===== src/design/card_host_pkg.sv =====
// Shared constants and signal bundles for the card host interface.
package card_host_pkg;

  // Master clock rate and period.
  localparam int unsigned MCLK_HZ = 100_000_000;
  localparam int unsigned MCLK_PERIOD_NS = 10;
  // Smallest card clock divisor: the card clock is at most half the rate.
  localparam int unsigned CARD_CLK_MIN_DIV = 2;
  // Bits in one command or short response frame.
  localparam logic [5:0] CMD_BITS = 6'h30;
  // Bits in one data word exchanged with the DMA channel.
  localparam logic [5:0] WORD_BITS = 6'h20;
  // Default supervision windows, counted in card clock rising edges.
  localparam logic [15:0] RSP_TIMEOUT_TICKS = 16'h0040;
  localparam logic [15:0] DATA_TIMEOUT_TICKS = 16'h0400;
  // Depth of the data buffer in words.
  localparam int unsigned FIFO_DEPTH = 32;
  // Codes of the slot select field.
  localparam logic [1:0] SLOT_A = 2'h0;
  localparam logic [1:0] SLOT_B = 2'h1;
  // Reset value of the card clock divider count.
  localparam logic [7:0] CLK_DIV_RESET = 8'h00;

  // Kind of response that a command expects.
  typedef enum logic [1:0] {
    RSP_NONE  = 2'h0,
    RSP_CRC   = 2'h1,
    RSP_NOCRC = 2'h2
  } rsp_kind_type;

  // Kind of data transfer that follows a command.
  typedef enum logic [1:0] {
    XFER_SINGLE = 2'h0,
    XFER_MULTI  = 2'h1,
    XFER_STREAM = 2'h2
  } xfer_kind_type;

  // One command as software hands it over.
  typedef struct packed {
    logic [5:0] index;
    logic [31:0] arg;
    rsp_kind_type rsp;
    logic open_drain;
    logic xfer;
    logic xfer_write;
    xfer_kind_type kind;
    logic [15:0] blk_words;
    logic [15:0] blk_count;
  } cmd_req_type;

  // Pin drive toward one slot: output level and output enable per line.
  typedef struct packed {
    logic cmd_o;
    logic cmd_oe;
    logic [3:0] dat_o;
    logic [3:0] dat_oe;
  } slot_out_type;

  // Pin levels seen from one slot.
  typedef struct packed {
    logic cmd_i;
    logic [3:0] dat_i;
  } slot_in_type;

  // Status flags; done and error flags are one-cycle pulses.
  typedef struct packed {
    logic busy;
    logic cmd_done;
    logic rsp_timeout;
    logic rsp_crc_err;
    logic data_timeout;
    logic data_done;
  } status_type;

endpackage


===== src/design/fifo_buf.sv =====
// Word buffer with valid and ready on both sides.
module fifo_buf #(
  parameter int WIDTH = 32,
  parameter int DEPTH = 32
) (
  input wire logic mclk,
  input wire logic rstn,
  input wire logic in_valid,
  output logic in_ready,
  input wire logic [WIDTH-1:0] in_data,
  output logic out_valid,
  input wire logic out_ready,
  output logic [WIDTH-1:0] out_data
);
  // Pointer width; DEPTH must be a power of two.
  localparam int AW = $clog2(DEPTH);

  // Storage words, not reset.
  logic [WIDTH-1:0] mem_q [DEPTH];
  // Pointers with one wrap bit above the index.
  logic [AW:0] wr_q;
  logic [AW:0] rd_q;

  // Full when the indices meet with differing wrap bits.
  assign in_ready = !((wr_q[AW] != rd_q[AW]) &&
                      (wr_q[AW-1:0] == rd_q[AW-1:0]));
  assign out_valid = (wr_q != rd_q);
  assign out_data = mem_q[rd_q[AW-1:0]];

  // Stores a word whenever the filling side hands one over.
  always_ff @(posedge mclk) begin
    if (in_valid && in_ready) begin
      mem_q[wr_q[AW-1:0]] <= in_data;
    end
  end

  // Advances the pointers on accepted transfers.
  always_ff @(posedge mclk or negedge rstn) begin
    if (!rstn) begin
      wr_q <= '0;
      rd_q <= '0;
    end else begin
      if (in_valid && in_ready) begin
        wr_q <= wr_q + 1'b1;
      end
      if (out_valid && out_ready) begin
        rd_q <= rd_q + 1'b1;
      end
    end
  end
endmodule


===== src/design/card_host_interface.sv =====
// Card host interface: command, response and data engine for two slots.
module card_host_interface #(
  parameter logic [15:0] RSP_TIMEOUT = card_host_pkg::RSP_TIMEOUT_TICKS,
  parameter logic [15:0] DATA_TIMEOUT = card_host_pkg::DATA_TIMEOUT_TICKS
) (
  input wire logic mclk,
  input wire logic rstn,
  input wire logic interface_enable_bit,
  input wire logic [7:0] clk_div,
  input wire logic [1:0] slot_sel,
  input wire logic sd_mode,
  input wire logic bus_width_select,
  input wire logic cmd_start,
  input wire card_host_pkg::cmd_req_type cmd_req,
  input wire logic stop_req,
  output card_host_pkg::status_type status,
  output logic [47:0] resp,
  input wire logic dma_wr_valid,
  output logic dma_wr_ready,
  input wire logic [31:0] dma_wr_data,
  output logic dma_rd_valid,
  input wire logic dma_rd_ready,
  output logic [31:0] dma_rd_data,
  output logic card_irq,
  output logic card_detect_a,
  output logic card_detect_b,
  output logic card_bus_clock_pin,
  output card_host_pkg::slot_out_type slot_a_out,
  input wire card_host_pkg::slot_in_type slot_a_in,
  output card_host_pkg::slot_out_type slot_b_out,
  input wire card_host_pkg::slot_in_type slot_b_in
);
  // Sequencer states.
  typedef enum logic [2:0] {
    ST_IDLE = 3'h0, ST_CMD = 3'h1, ST_RSP_WAIT = 3'h2,
    ST_RSP = 3'h3, ST_RSP_CHK = 3'h4, ST_DAT = 3'h5
  } state_type;
  // Phases inside one data block.
  typedef enum logic [2:0] {
    DP_START = 3'h0, DP_WAIT = 3'h1, DP_WORD = 3'h2,
    DP_END = 3'h3, DP_REL = 3'h4
  } dphase_type;

  // Computes the 7-bit frame checksum, polynomial x^7 + x^3 + 1.
  function automatic logic [6:0] crc7(input logic [39:0] d);
    logic [6:0] c;
    logic fb;
    c = 7'h00;
    for (int i = 39; i >= 0; i--) begin
      fb = d[i] ^ c[6];
      c = {c[5:0], 1'b0};
      if (fb) begin
        c = c ^ 7'h09;
      end
    end
    return c;
  endfunction

  state_type state_q;  // Sequencer state.
  dphase_type dph_q;  // Data phase.
  card_host_pkg::cmd_req_type req_q;  // Command in flight.
  card_host_pkg::status_type status_q;  // Registered status.
  card_host_pkg::slot_in_type sa1_q, sa2_q, sb1_q, sb2_q;  // Synchronisers.
  card_host_pkg::slot_in_type pin_in;  // Synchronised selected slot.
  card_host_pkg::slot_out_type slot_a_q, slot_b_q;  // Pin drive registers.
  logic [7:0] div_cnt_q;  // Card clock half-period counter.
  logic clk_q;  // Card clock level.
  logic tick;  // Rising edge of the card clock in this cycle.
  logic stall;  // Holds the card clock while the buffer blocks.
  logic [47:0] cmd_sr_q, rsp_sr_q, resp_q;  // Frame shifters.
  logic [5:0] bcnt_q;  // Bit counter.
  logic [15:0] tcnt_q, wcnt_q, blk_left_q;  // Timeout, word, block counts.
  logic [31:0] dsr_q;  // Data word shifter.
  logic cmd_bit_q, cmd_drv_q;  // Command line level and drive.
  logic [3:0] dat_bits_q, dat_drv_q;  // Data line levels and drive.
  logic push_q;  // Received word waits for the buffer.
  logic [31:0] push_data_q;
  logic stop_q;  // Stop asked for an open-ended transfer.
  logic width4;  // Four data lines in use.
  logic [3:0] lane_mask;
  logic [5:0] chunk;  // Bits moved per card clock.
  logic last_chunk, more_words, need_load, pop, en;
  logic fifo_in_valid, fifo_in_ready, fifo_out_valid, fifo_out_ready;
  logic [31:0] fifo_in_data, fifo_out_data;

  assign en = interface_enable_bit;
  assign width4 = sd_mode && bus_width_select;
  assign lane_mask = width4 ? 4'hf : 4'h1;
  assign chunk = width4 ? 6'h04 : 6'h01;
  assign last_chunk = (bcnt_q == card_host_pkg::WORD_BITS - chunk);
  assign more_words = (wcnt_q + 16'h0001) != req_q.blk_words;
  assign need_load = (dph_q == DP_START) ||
                     ((dph_q == DP_WORD) && last_chunk && more_words);
  assign pin_in = (slot_sel == card_host_pkg::SLOT_A) ? sa2_q : sb2_q;
  // buffer back-pressure stops the card clock.
  assign stall = (state_q == ST_DAT) && (req_q.xfer_write ?
                 (need_load && !fifo_out_valid) :
                 ((dph_q == DP_WORD) && !fifo_in_ready));
  assign tick = en && !stall && !clk_q && (div_cnt_q >= clk_div);
  assign pop = tick && (state_q == ST_DAT) && req_q.xfer_write && need_load;

  // Buffer sides follow the transfer direction.
  assign fifo_in_valid = req_q.xfer_write ? dma_wr_valid : push_q;
  assign fifo_in_data = req_q.xfer_write ? dma_wr_data : push_data_q;
  assign dma_wr_ready = req_q.xfer_write && fifo_in_ready;
  assign fifo_out_ready = req_q.xfer_write ? pop : dma_rd_ready;
  assign dma_rd_valid = !req_q.xfer_write && fifo_out_valid;
  assign dma_rd_data = fifo_out_data;
  assign status = status_q;
  assign resp = resp_q;
  assign card_bus_clock_pin = clk_q;
  assign slot_a_out = slot_a_q;
  assign slot_b_out = slot_b_q;
  // card detect seen on data line three.
  assign card_detect_a = sa2_q.dat_i[3];
  assign card_detect_b = sb2_q.dat_i[3];

  fifo_buf #(.WIDTH(32), .DEPTH(card_host_pkg::FIFO_DEPTH)) u_fifo (
    .mclk(mclk), .rstn(rstn),
    .in_valid(fifo_in_valid), .in_ready(fifo_in_ready),
    .in_data(fifo_in_data),
    .out_valid(fifo_out_valid), .out_ready(fifo_out_ready),
    .out_data(fifo_out_data)
  );

  // Two-stage synchronisers for both slots' input pins.
  always_ff @(posedge mclk or negedge rstn) begin
    if (!rstn) begin
      sa1_q <= '1;
      sa2_q <= '1;
      sb1_q <= '1;
      sb2_q <= '1;
    end else begin
      sa1_q <= slot_a_in;
      sa2_q <= sa1_q;
      sb1_q <= slot_b_in;
      sb2_q <= sb1_q;
    end
  end

  // Divider count that the card clock starts from after reset or disable.
  localparam logic [7:0] CLK_DIV_RESET_L = card_host_pkg::CLK_DIV_RESET;

  // Card clock divider; each half period lasts clk_div + 1 cycles.
  always_ff @(posedge mclk or negedge rstn) begin
    if (!rstn) begin
      div_cnt_q <= CLK_DIV_RESET_L;
      clk_q <= 1'b0;
    end else if (!en) begin
      div_cnt_q <= CLK_DIV_RESET_L;
      clk_q <= 1'b0;
    end else if (!stall) begin
      // toggling no faster than every cycle.
      if (div_cnt_q >= clk_div) begin
        div_cnt_q <= 8'h00;
        clk_q <= ~clk_q;
      end else begin
        div_cnt_q <= div_cnt_q + 8'h01;
      end
    end
  end

  // Command, response and data sequencer; shift, wait and data states step on card clock rises.
  always_ff @(posedge mclk or negedge rstn) begin
    if (!rstn) begin
      state_q <= ST_IDLE;
      dph_q <= DP_START;
      req_q <= '0;
      status_q <= '0;
      cmd_sr_q <= '0;
      rsp_sr_q <= '0;
      resp_q <= '0;
      bcnt_q <= 6'h00;
      tcnt_q <= 16'h0000;
      wcnt_q <= 16'h0000;
      blk_left_q <= 16'h0000;
      dsr_q <= 32'h0000_0000;
      cmd_bit_q <= 1'b1;
      cmd_drv_q <= 1'b0;
      dat_bits_q <= 4'hf;
      dat_drv_q <= 4'h0;
      push_q <= 1'b0;
      push_data_q <= 32'h0000_0000;
      stop_q <= 1'b0;
    end else if (!en) begin
      // disabled interface makes no bus activity.
      state_q <= ST_IDLE;
      cmd_drv_q <= 1'b0;
      dat_drv_q <= 4'h0;
      push_q <= 1'b0;
      status_q <= '0;
    end else begin
      status_q.cmd_done <= 1'b0;
      status_q.rsp_timeout <= 1'b0;
      status_q.rsp_crc_err <= 1'b0;
      status_q.data_timeout <= 1'b0;
      status_q.data_done <= 1'b0;
      status_q.busy <= (state_q != ST_IDLE);
      push_q <= 1'b0;
      if (stop_req) begin
        stop_q <= 1'b1;
      end
      unique case (state_q)
        // Takes a new command and frames it with index and checksum.
        ST_IDLE: begin
          if (cmd_start) begin
            req_q <= cmd_req;
            cmd_sr_q <= {2'b01, cmd_req.index, cmd_req.arg,
                         crc7({2'b01, cmd_req.index, cmd_req.arg}), 1'b1};
            bcnt_q <= 6'h00;
            tcnt_q <= 16'h0000;
            // A stop that arrives with the start is kept, not lost.
            stop_q <= stop_req;
            state_q <= ST_CMD;
          end
        end
        // shifts the command out by itself.
        ST_CMD: begin
          if (tick) begin
            if (bcnt_q == card_host_pkg::CMD_BITS) begin
              cmd_drv_q <= 1'b0;
              state_q <= (req_q.rsp == card_host_pkg::RSP_NONE) ?
                         ST_RSP_CHK : ST_RSP_WAIT;
            end else begin
              // command bit changes on the rise.
              cmd_drv_q <= 1'b1;
              cmd_bit_q <= cmd_sr_q[47];
              cmd_sr_q <= {cmd_sr_q[46:0], 1'b1};
              bcnt_q <= bcnt_q + 6'h01;
            end
          end
        end
        // response start bit watched with a timeout.
        ST_RSP_WAIT: begin
          if (tick) begin
            if (!pin_in.cmd_i) begin
              rsp_sr_q <= 48'h0;
              bcnt_q <= 6'h01;
              state_q <= ST_RSP;
            end else if (tcnt_q == RSP_TIMEOUT - 16'h0001) begin
              status_q.rsp_timeout <= 1'b1;
              status_q.cmd_done <= 1'b1;
              state_q <= ST_IDLE;
            end else begin
              tcnt_q <= tcnt_q + 16'h0001;
            end
          end
        end
        // Collects the rest of the response frame.
        ST_RSP: begin
          if (tick) begin
            rsp_sr_q <= {rsp_sr_q[46:0], pin_in.cmd_i};
            bcnt_q <= bcnt_q + 6'h01;
            if (bcnt_q == card_host_pkg::CMD_BITS - 6'h01) begin
              state_q <= ST_RSP_CHK;
            end
          end
        end
        // checks the response and starts any data phase.
        ST_RSP_CHK: begin
          status_q.cmd_done <= 1'b1;
          if (req_q.rsp != card_host_pkg::RSP_NONE) begin
            resp_q <= rsp_sr_q;
          end
          if ((req_q.rsp == card_host_pkg::RSP_CRC) &&
              (crc7(rsp_sr_q[47:8]) != rsp_sr_q[7:1])) begin
            status_q.rsp_crc_err <= 1'b1;
            state_q <= ST_IDLE;
          end else if (req_q.xfer) begin
            blk_left_q <= req_q.blk_count;
            tcnt_q <= 16'h0000;
            dph_q <= req_q.xfer_write ? DP_START : DP_WAIT;
            state_q <= ST_DAT;
          end else begin
            state_q <= ST_IDLE;
          end
        end
        // block data in either direction through the buffer.
        ST_DAT: begin
          if (tick) begin
            unique case (dph_q)
              // Start bit on every active lane, first word loaded.
              DP_START: begin
                dat_drv_q <= lane_mask;
                dat_bits_q <= 4'h0;
                dsr_q <= fifo_out_data;
                bcnt_q <= 6'h00;
                wcnt_q <= 16'h0000;
                dph_q <= DP_WORD;
              end
              // Read: waits for the card's start bit on lane zero.
              DP_WAIT: begin
                if (!pin_in.dat_i[0]) begin
                  bcnt_q <= 6'h00;
                  wcnt_q <= 16'h0000;
                  tcnt_q <= 16'h0000;
                  dph_q <= DP_WORD;
                end else if (tcnt_q == DATA_TIMEOUT - 16'h0001) begin
                  status_q.data_timeout <= 1'b1;
                  state_q <= ST_IDLE;
                end else begin
                  tcnt_q <= tcnt_q + 16'h0001;
                end
              end
              // Moves one or four bits per rise, most significant first.
              DP_WORD: begin
                bcnt_q <= last_chunk ? 6'h00 : bcnt_q + chunk;
                if (req_q.xfer_write) begin
                  dat_bits_q <= width4 ? dsr_q[31:28] : {3'h7, dsr_q[31]};
                  dsr_q <= width4 ? {dsr_q[27:0], 4'h0} :
                           {dsr_q[30:0], 1'b0};
                  if (last_chunk && more_words) begin
                    dsr_q <= fifo_out_data;
                  end
                end else begin
                  // line one read as data during four-line transfers.
                  dsr_q <= width4 ? {dsr_q[27:0], pin_in.dat_i} :
                           {dsr_q[30:0], pin_in.dat_i[0]};
                  if (last_chunk) begin
                    push_q <= 1'b1;
                    push_data_q <= width4 ? {dsr_q[27:0], pin_in.dat_i} :
                                   {dsr_q[30:0], pin_in.dat_i[0]};
                  end
                end
                if (last_chunk) begin
                  wcnt_q <= wcnt_q + 16'h0001;
                  if (!more_words) begin
                    dph_q <= req_q.xfer_write ? DP_END : DP_REL;
                  end
                end
              end
              // End bit driven high.
              DP_END: begin
                dat_bits_q <= 4'hf;
                dph_q <= DP_REL;
              end
              // Releases the lanes and decides on the next block.
              DP_REL: begin
                dat_drv_q <= 4'h0;
                tcnt_q <= 16'h0000;
                if ((req_q.kind == card_host_pkg::XFER_SINGLE) ||
                    ((req_q.kind == card_host_pkg::XFER_MULTI) &&
                     (blk_left_q == 16'h0001)) ||
                    (((req_q.kind == card_host_pkg::XFER_STREAM) ||
                      (blk_left_q == 16'h0000)) && (stop_q || stop_req))) begin
                  status_q.data_done <= 1'b1;
                  state_q <= ST_IDLE;
                end else begin
                  if (blk_left_q != 16'h0000) begin
                    blk_left_q <= blk_left_q - 16'h0001;
                  end
                  dph_q <= req_q.xfer_write ? DP_START : DP_WAIT;
                end
              end
              default: begin
                dph_q <= DP_REL;
              end
            endcase
          end
        end
        default: begin
          state_q <= ST_IDLE;
        end
      endcase
    end
  end

  // Routes the drive to the selected slot only, other slot released.
  always_ff @(posedge mclk or negedge rstn) begin
    if (!rstn) begin
      slot_a_q <= '0;
      slot_b_q <= '0;
      card_irq <= 1'b0;
    end else begin
      slot_a_q <= '0;
      slot_b_q <= '0;
      // open-drain only pulls low; push-pull drives both.
      // open-drain lets up to thirty cards share the line.
      if (en && (slot_sel == card_host_pkg::SLOT_A)) begin
        slot_a_q.cmd_o <= req_q.open_drain ? 1'b0 : cmd_bit_q;
        slot_a_q.cmd_oe <= cmd_drv_q && !(req_q.open_drain && cmd_bit_q);
        slot_a_q.dat_o <= dat_bits_q & lane_mask;
        slot_a_q.dat_oe <= dat_drv_q & lane_mask;
      end
      if (en && (slot_sel == card_host_pkg::SLOT_B)) begin
        slot_b_q.cmd_o <= req_q.open_drain ? 1'b0 : cmd_bit_q;
        slot_b_q.cmd_oe <= cmd_drv_q && !(req_q.open_drain && cmd_bit_q);
        slot_b_q.dat_o <= dat_bits_q & lane_mask;
        slot_b_q.dat_oe <= dat_drv_q & lane_mask;
      end
      // line one low outside data in four-line mode means card interrupt.
      card_irq <= en && width4 && (state_q != ST_DAT) && !pin_in.dat_i[1];
    end
  end

  // Checks on the behaviour above.
  AST_CLK_HALF: assert property (@(posedge mclk) disable iff (!rstn)
    (en && !stall && div_cnt_q < clk_div) |=> $stable(clk_q))
    else $error("card clock half period shorter than the divider");
  AST_ONE_SLOT: assert property (@(posedge mclk) disable iff (!rstn)
    !((slot_a_q.cmd_oe || |slot_a_q.dat_oe) &&
      (slot_b_q.cmd_oe || |slot_b_q.dat_oe)))
    else $error("both slots driven at once");
  AST_SLOT_ROUTE: assert property (@(posedge mclk) disable iff (!rstn)
    (en && slot_sel == card_host_pkg::SLOT_A && cmd_drv_q &&
     !req_q.open_drain) |=> slot_a_q.cmd_oe)
    else $error("selected slot did not get the command drive");
  AST_UNSEL_IDLE: assert property (@(posedge mclk) disable iff (!rstn)
    (slot_sel != card_host_pkg::SLOT_B) |=>
    (!slot_b_q.cmd_oe && slot_b_q.dat_oe == 4'h0))
    else $error("unselected slot is driven");
  AST_WIDTH4: assert property (@(posedge mclk) disable iff (!rstn)
    (en && width4 && dat_drv_q[0] && slot_sel == card_host_pkg::SLOT_A)
    |=> slot_a_q.dat_oe == 4'hf)
    else $error("four-line mode did not drive all lanes");
  AST_MMC_LANE0: assert property (@(posedge mclk) disable iff (!rstn)
    !sd_mode |=> slot_a_q.dat_oe[3:1] == 3'h0)
    else $error("MMC mode drives lanes above zero");
  AST_DISABLED: assert property (@(posedge mclk) disable iff (!rstn)
    !en |=> (state_q == ST_IDLE && !clk_q && !slot_a_q.cmd_oe))
    else $error("activity while the interface is disabled");
  AST_OPEN_DRAIN: assert property (@(posedge mclk) disable iff (!rstn)
    (en && req_q.open_drain && slot_sel == card_host_pkg::SLOT_A)
    |=> slot_a_q.cmd_o == 1'b0)
    else $error("open-drain command line driven high");
  AST_RSP_TIMEOUT: assert property (@(posedge mclk) disable iff (!rstn)
    (en && state_q == ST_RSP_WAIT && tick && pin_in.cmd_i &&
     tcnt_q == RSP_TIMEOUT - 16'h0001)
    |=> (status_q.rsp_timeout && state_q == ST_IDLE))
    else $error("response timeout not reported");
  AST_CMD_ON_RISE: assert property (@(posedge mclk) disable iff (!rstn)
    $changed(cmd_bit_q) |-> $past(tick))
    else $error("command bit changed away from a card clock rise");
  AST_PUSH_ROOM: assert property (@(posedge mclk) disable iff (!rstn)
    (push_q && !req_q.xfer_write) |-> fifo_in_ready)
    else $error("received word dropped on a full buffer");
  AST_CARD_IRQ: assert property (@(posedge mclk) disable iff (!rstn)
    (en && width4 && state_q == ST_IDLE && !pin_in.dat_i[1])
    |=> card_irq)
    else $error("card interrupt on line one not reported");
endmodule


===== config.mk =====
export PLATFORM = sky130hd
export DESIGN_NAME = card_host_interface
export DESIGN_NICKNAME = d
export VERILOG_FILES = /design/src/design/card_host_pkg.sv /design/src/design/fifo_buf.sv /design/src/design/card_host_interface.sv
export SDC_FILE = /design/constraint.sdc
export NUM_CORES = 2
export LEC_CHECK = 0
export BUFFER_PORTS_ARGS = -buffer_cell sky130_fd_sc_hd__buf_2
export CAP_MARGIN = 20
export CORE_MARGIN = 2
export CORE_UTILIZATION = 40
export CTS_CLUSTER_DIAMETER = 150
export DETAILED_ROUTE_END_ITERATION = 7
export SLEW_MARGIN = 10
export SYNTH_ARGS = -nofsm -noshare
export SYNTH_HDL_FRONTEND = slang
export SYNTH_SLANG_ARGS = --single-unit

===== constraint.sdc =====
create_clock -name mclk -period 7.9 [get_ports mclk]
set_input_delay 0.395 -clock mclk [delete_from_list [all_inputs] [get_ports mclk]]
set_output_delay 0.395 -clock mclk [all_outputs]
set_load 0.05 [all_outputs]

# Yosys cells after proc, flatten, opt, wreduce, memory -nomap -nowiden
# Memory sizes are Yosys's and may differ from the RTL's.
# Cells that the tools add are included.
# word_totals
in_bits	138
elab_cells	761
ram_bits	1024
regBits	387
rom_bits	0
latchBits	0
n_memories	1
output_inout_bits	112
# classes
bitwise	159
n_eq_ne	67
n_reduce_logical	74
n_mul	0
n_shift	0
n_lt_le_gt_ge	1
div	0
addsub	9
muxes	399
# memory_table
name	words	word_bits	rd	rd_clocked_by_memory_dff	write_ports	line_no	source
u_fifo.mem_q	32	32	1	0	1	fifo_buf.sv:19	logic [WIDTH-1:0] mem_q [DEPTH];
# op_table
cell	count
7-bit 2-to-1 mux	194
4-bit 2-to-1 mux	84
48-bit 2-to-1 mux	6
16-bit 2-to-1 mux	17
48-bit case mux with 2 select lines	2
32-bit 2-to-1 mux	5
2-bit inverter	77
1-bit XOR	77
3-bit 2-to-1 mux	25
16-bit case mux with 2 select lines	2
16-bit case mux with 4 select lines	1
32-bit case mux with 2 select lines	1
6-bit 2-to-1 mux	10
16-bit case mux with 3 select lines	1
3-bit inequality test, second input constant	12
16-bit by 1-bit adder with 16-bit output, second input constant	2
2-bit inequality test, second input constant	16
1-bit 2-to-1 mux	31
6-bit case mux with 5 select lines	1
1-bit logical AND	28
8-bit 2-to-1 mux	3
11-bit AND reduction	2
10-bit 2-to-1 mux	2
4-bit inequality test, second input constant	5
53 further kinds	105

# Depth between registers and ports, before layout
# depth
word_depth	192
ltp_mapped	16

# Modules after synthesis
# Synthesis repeated with hierarchy kept, for this count alone.
# hier_totals
cells_unflattened	3530
area_unflattened_um2	58033.2
# by_module_without_submodules
module	cells_per_inst	seq_area_each_um2	n_inst	area_each_um2
fifo_buf	1645	31049.8	1	39143.8
card_host_interface	1885	9265.1	1	18889.4

# Least setup slack after synthesis
# No wires, ideal clock.
# synth_timing
kind	in2reg
startpoint	input port sd_mode
endpoint	register wcnt_q[12]
cell_stages	13
setup_slack_ns	4.093
t_arrival_ns	3.671
setup_time_ns	0.136
path_cell_list	nand2_1 -> clkbuf_1 -> clkbuf_1 -> ha_1 -> or4b_2 -> clkbuf_1 -> o41ai_1 -> nor2_1 -> o2111ai_1 -> or2_2 -> clkbuf_1 -> clkbuf_1 -> o21ai_0
# synth_via
elab_chain_cells	15
word_cells_on_any_way	16
cone_classes	add/sub: 1; eq/ne: 2; mux: 2; reduce/logical: 11
# synth_rtl
element	line_no	source
start, declared	card_host_interface.sv:11	input wire logic sd_mode,
1-bit logical AND *	card_host_interface.sv:87	assign width4 = sd_mode && bus_width_select;
3-bit 2-to-1 mux *	card_host_interface.sv:89	assign chunk = width4 ? 6'h04 : 6'h01;
6-bit by 3-bit subtractor with 6-bit output *	card_host_interface.sv:90	assign last_chunk = (bcnt_q == card_host_pkg::WORD_BITS - chunk);
6-bit == test *	card_host_interface.sv:90	
1-bit logical AND (2 in series)	card_host_interface.sv:93	((dph_q == DP_WORD) && last_chunk && more_words);
1-bit logical OR	card_host_interface.sv:92	assign need_load = (dph_q == DP_START) ||
1-bit logical AND	card_host_interface.sv:97	(need_load && !fifo_out_valid) :
1-bit 2-to-1 mux	card_host_interface.sv:96	assign stall = (state_q == ST_DAT) && (req_q.xfer_write ?
1-bit logical AND	card_host_interface.sv:96	
1-bit logical NOT	-	
1-bit logical AND (3 in series)	card_host_interface.sv:99	assign tick = en && !stall && !clk_q && (div_cnt_q >= clk_div);
6-bit AND reduction (no source line) *	-	
end signal, assigned	card_host_interface.sv:326	wcnt_q <= wcnt_q + 16'h0001;
end, declared	card_host_interface.sv:72	logic [15:0] tcnt_q, wcnt_q, blk_left_q;
# Mark *: on every way between the ends. The rest lies on a longest branch, timed or not.
# A chain may end at the register's enable or synchronous reset.

# Worst setup path after layout
# layout_timing
startpoint	register wcnt_q[0]
endpoint	register tcnt_q[0]
# layout_via
elab_chain_cells	13
word_cells_on_any_way	14
cone_classes	add/sub: 1; eq/ne: 3; mux: 1; reduce/logical: 9
# layout_rtl
element	line_no	source
16-bit by 1-bit adder with 16-bit output *	card_host_interface.sv:91	assign more_words = (wcnt_q + 16'h0001) != req_q.blk_words;
16-bit inequality test *	card_host_interface.sv:91	
1-bit logical AND *	card_host_interface.sv:93	
1-bit logical OR *	card_host_interface.sv:92	
1-bit logical AND *	card_host_interface.sv:97	
1-bit 2-to-1 mux *	card_host_interface.sv:96	
1-bit logical AND *	card_host_interface.sv:96	
1-bit logical NOT *	-	
1-bit logical AND * (3 in series)	card_host_interface.sv:99	
2-bit inequality test (no source line)	-	
11-bit AND reduction (no source line) *	-	
end signal, assigned	card_host_interface.sv:245	tcnt_q <= tcnt_q + 16'h0001;
end signal, assigned	card_host_interface.sv:302	tcnt_q <= tcnt_q + 16'h0001;
end, declared	card_host_interface.sv:72	
# Marks and branches as above.

==> flow_metrics.py <==
metrics = {
    "status": {
        "status": "finished clean",
    },
    "cts": {
        "clk_path_buf_depth": 3,
        "clk_latency_ns": 0.78,
        "cts-root-buf": "clkbuf_16",
        "htreeDepth": 4,
        "holdBufCountCts": 86,
        "clk_pin_slew_ns": 0.06,
        "cts_made_buffers": 152,
        "cts_tree": "done",
        "cts.sinks": 1405,
        "cts_resized": 0,
        "cts_setup_buffers": 0,
    },
    "floorplanning": {
        "die-area_sq_um": 150000,
        "coreArea_sq_um": 146000,
        "start_util": 0.404,
        "die_h_um": 387,
        "die_w_um": 387,
        "fp-row-count": 140,
        "boundaryPins": 250,
    },
    "grt": {
        "antenna_found_initial": 10,
        "met1_usage": 0.279,
        "grt_max_degree": 148,
        "use_met2": 0.319,
        "grt_pass1_vias": 32200,
        "grtUsageTotal": 0.200,
        "gr-max-usage-layer": "met2",
        "met3_usage": 0.0427,
        "overflow": 0,
        "grt_pass1_wl_mm": 221,
    },
    "logic_synthesis": {
        "synthFlopType": "edfxtp_1",
        "synth_edf_count": 1024,
        "synthXorXnorAreaFrac": 0.0296,
        "ys_types": 83,
        "synth_top_family_by_area": "multiplexers",
        "syn_avg_cell_area_sq_um": 17.2,
        "ys_seq_area_frac": 0.685,
        "synth_seq_cells": 1405,
        "synthMuxAreaShare": 0.177,
        "yosys.area_share.adder": 0.00489,
        "synth-compound-area-share": 0.0406,
        "syn_nets": 3586,
        "synthesis.area_sq_um": 58800,
        "synthCells": 3425,
        "async_reset_ff_frac": 0.271,
        "yosys_warnings": 0,
        "synth-simple-area-share": 0.0446,
    },
    "worst_setup_path": {
        "crit_path_top_delay_cell": "nor3_2",
        "crit_path_frequent_cell": "and4_1",
        "cp.required_ns": 8.59,
        "crit_type": "register to register",
        "worstSetupStartpoint": "wcnt_q[0]",
        "r2r_start": "wcnt_q[0]",
        "reg2reg_slack_ns": 2.38,
        "critPathMaxStageDelay_ns": 0.98,
        "setup.worst_path.end": "tcnt_q[0]",
        "cp-end-kind": "register",
        "worst-path-max-fanout": 17,
        "crit_chain": "ha_1 > and4_1 > and4_1 > mux2i_1 > o2111ai_1 > nor4_2 > o41ai_1 > o22ai_1 > nand4_1 > nor3_2 > mux2_2",
        "cp-start-kind": "register",
        "r2r_cells": 11,
        "r2r_end": "tcnt_q[0]",
        "critical_path_arrival_ns": 6.21,
    },
    "pwr": {
        "peakVddDrop_v": 0.000370,
        "power_per_cell_area_nw_per_um2": 342,
        "p_leak_nw": 24.7,
    },
    "drt": {
        "drc_errors": 0,
        "routed_wl_mm": 151,
        "drtPass1Iterations": 6,
        "drtIter0Drc": 2871,
        "vias": 32400,
        "vias_per_cell": 5.55,
        "ant_nets": 0,
        "wl_per_cell_um": 25.8,
    },
    "finish": {
        "final_net_count": 3948,
        "drive_gt1_frac": 0.293,
        "syn2layout_area_growth_pct": 16.3,
        "final_common_cell": "edfxtp_1",
        "layout.cells.most_common_list": "1024 x edfxtp_1, 350 x dfrtp_1, 320 x mux4_2",
        "fin_cells": 5828,
        "ff_latch_area_sq_um": 40300,
        "fillers": 12400,
        "multi_input_area_sq_um": 17800,
    },
    "sta": {
        "fin_crit_ns": 5.52,
        "finalCritPeriodShare": 0.699,
        "finalSetupViolCount": 0,
        "hold_violations": 0,
        "rsz0062_at_grt": "no",
        "tightest_slew_ns": 1.12,
        "tns_ns": 0,
        "skew_ns": 0.0537,
        "clock.fmax_mhz": 181,
        "slew_headroom": 0.251,
        "final-max-slew-violation-count": 0,
        "worst_slack_ns": 2.38,
    },
    "place": {
        "hpwl_mm": 85.9,
        "numPortBuffers": 249,
        "place_ws_ns": 2.32,
        "gp_congestion": 0.813,
        "place_inst": 5462,
    },
    "hold_path": {
        "hp-class": "input pin to register",
        "hold-path-cell-count": 3,
        "hold_start": "cmd_req[71]",
    },
    "flow_run": {
        "max_cap_violations": 0,
    },
}
layout make-up:
cell class              count  share of cell area
clock inverters            77              0.0127
well taps                1917              0.0350
flip-flops and latches   1405               0.589
inverters                  67             0.00367
clock buffers             200              0.0603
multi-input cells        1764               0.260
repair buffers            397              0.0389
diodes                      1           0.0000366
sequential cells by signal, summed over array words and instances (netlist names), 16 cells and up:
name,cells
resp,48
dsr_q,32
tcnt_q,16
push_data_q,32
rsp_sr_q,48
blk_left_q,16
u_fifo.mem_q,1024
req_q,39
wcnt_q,16
cmd_sr_q,48
per-layer routing:
metal	share of wire	vias up	wire length, um
li1	-	14100	-
met3	0.068	230	10200
met2	0.48	1128	72200
met5	0.00032	-	48
met4	0.022	10	3240
met1	0.43	16900	64900
per-stage QoR:
stage	cell area (sq um)	utilization	hold WS [ns]	power (mW)
after CTS	68400	0.469	0.00728	23.6
after global placement	62500	0.429	0.347	16.4
after floorplan	58800	-	0.0994	14.5
after global routing	68400	0.470	0.0395	24.4
final	68400	0.470	0.0567	23.4
after detailed placement	62500	0.429	0.347	16.5
logic make-up (layout without fill, tap and decap cells):
kind of cell | count (synthesis) | after routing
compound gates | 395 | 395
simple gates | 571 | 571
flops | 1405 | 1405
buf+inv | 256 | 741
fa+ha+maj | 23 | 23
xor+xnor | 157 | 157
mux | 618 | 618
other cells | 0 | 1
worst max-delay path, delay by kind of cell (launching register included):
family | cells | cell delay (ns)
AND/OR/NAND/NOR | 5 | 3.05
AO/OA/AOI/OAI | 3 | 1.16
multiplexers | 2 | 0.50
flip-flops | 1 | 0.44
adder cells (fa/ha/maj) | 1 | 0.29
report_power, final:
group          leakage [nW]  internal [mW]  total (mW)  switching (mW)
registers              14.2           8.81        9.40           0.585
logic                  8.00           2.96        6.94            3.98
clock network          2.43           4.08        7.06            2.98
total                  24.7           15.9        23.4            7.54
synthesized netlist by cell type, types with 7 or more instances:
master	instances	area share
o21ai_1	11	0.00094
mux4_2	320	0.12
or3_1	11	0.0012
inv_1	66	0.0042
a22o_1	7	0.0010
nor4_1	10	0.0011
ha_1	23	0.0049
nor2b_1	11	0.0012
buf_4	10	0.0013
clkbuf_1	128	0.0082
buf_1	38	0.0024
a31o_1	7	0.0010
dfrtp_1	356	0.15
edfxtp_1	1024	0.52
buf_2	10	0.00085
xnor3_1	20	0.0077
nor2_1	134	0.0086
nor3_1	32	0.0027
nand3_1	35	0.0030
o22ai_1	11	0.0012
nand2_1	242	0.015
and2_1	17	0.0018
xor2_1	37	0.0055
and3_1	19	0.0020
xnor2_1	93	0.014
nand4_1	8	0.00085
or4_1	8	0.0010
o31ai_1	27	0.0034
a21oi_1	50	0.0043
mux2i_1	106	0.018
o21ai_0	201	0.017
mux2_2	191	0.037
dfstp_2	25	0.011
a31oi_1	15	0.0016
o31a_1	10	0.0015
nand2b_1	14	0.0015
worst min-delay path by stage:
stage | end | slack, ns
2_1_floorplan | bcnt_q[0] | 0.1
3_3_place_gp | card_detect_b | 0.35
3_5_place_dp | sa2_q[1] | 0.35
4_1_cts | cmd_sr_q[40] | 0.007
5_1_grt | cmd_sr_q[40] | 0.04
6_report | cmd_sr_q[40] | 0.06
(Power assumes the default switching activity.)
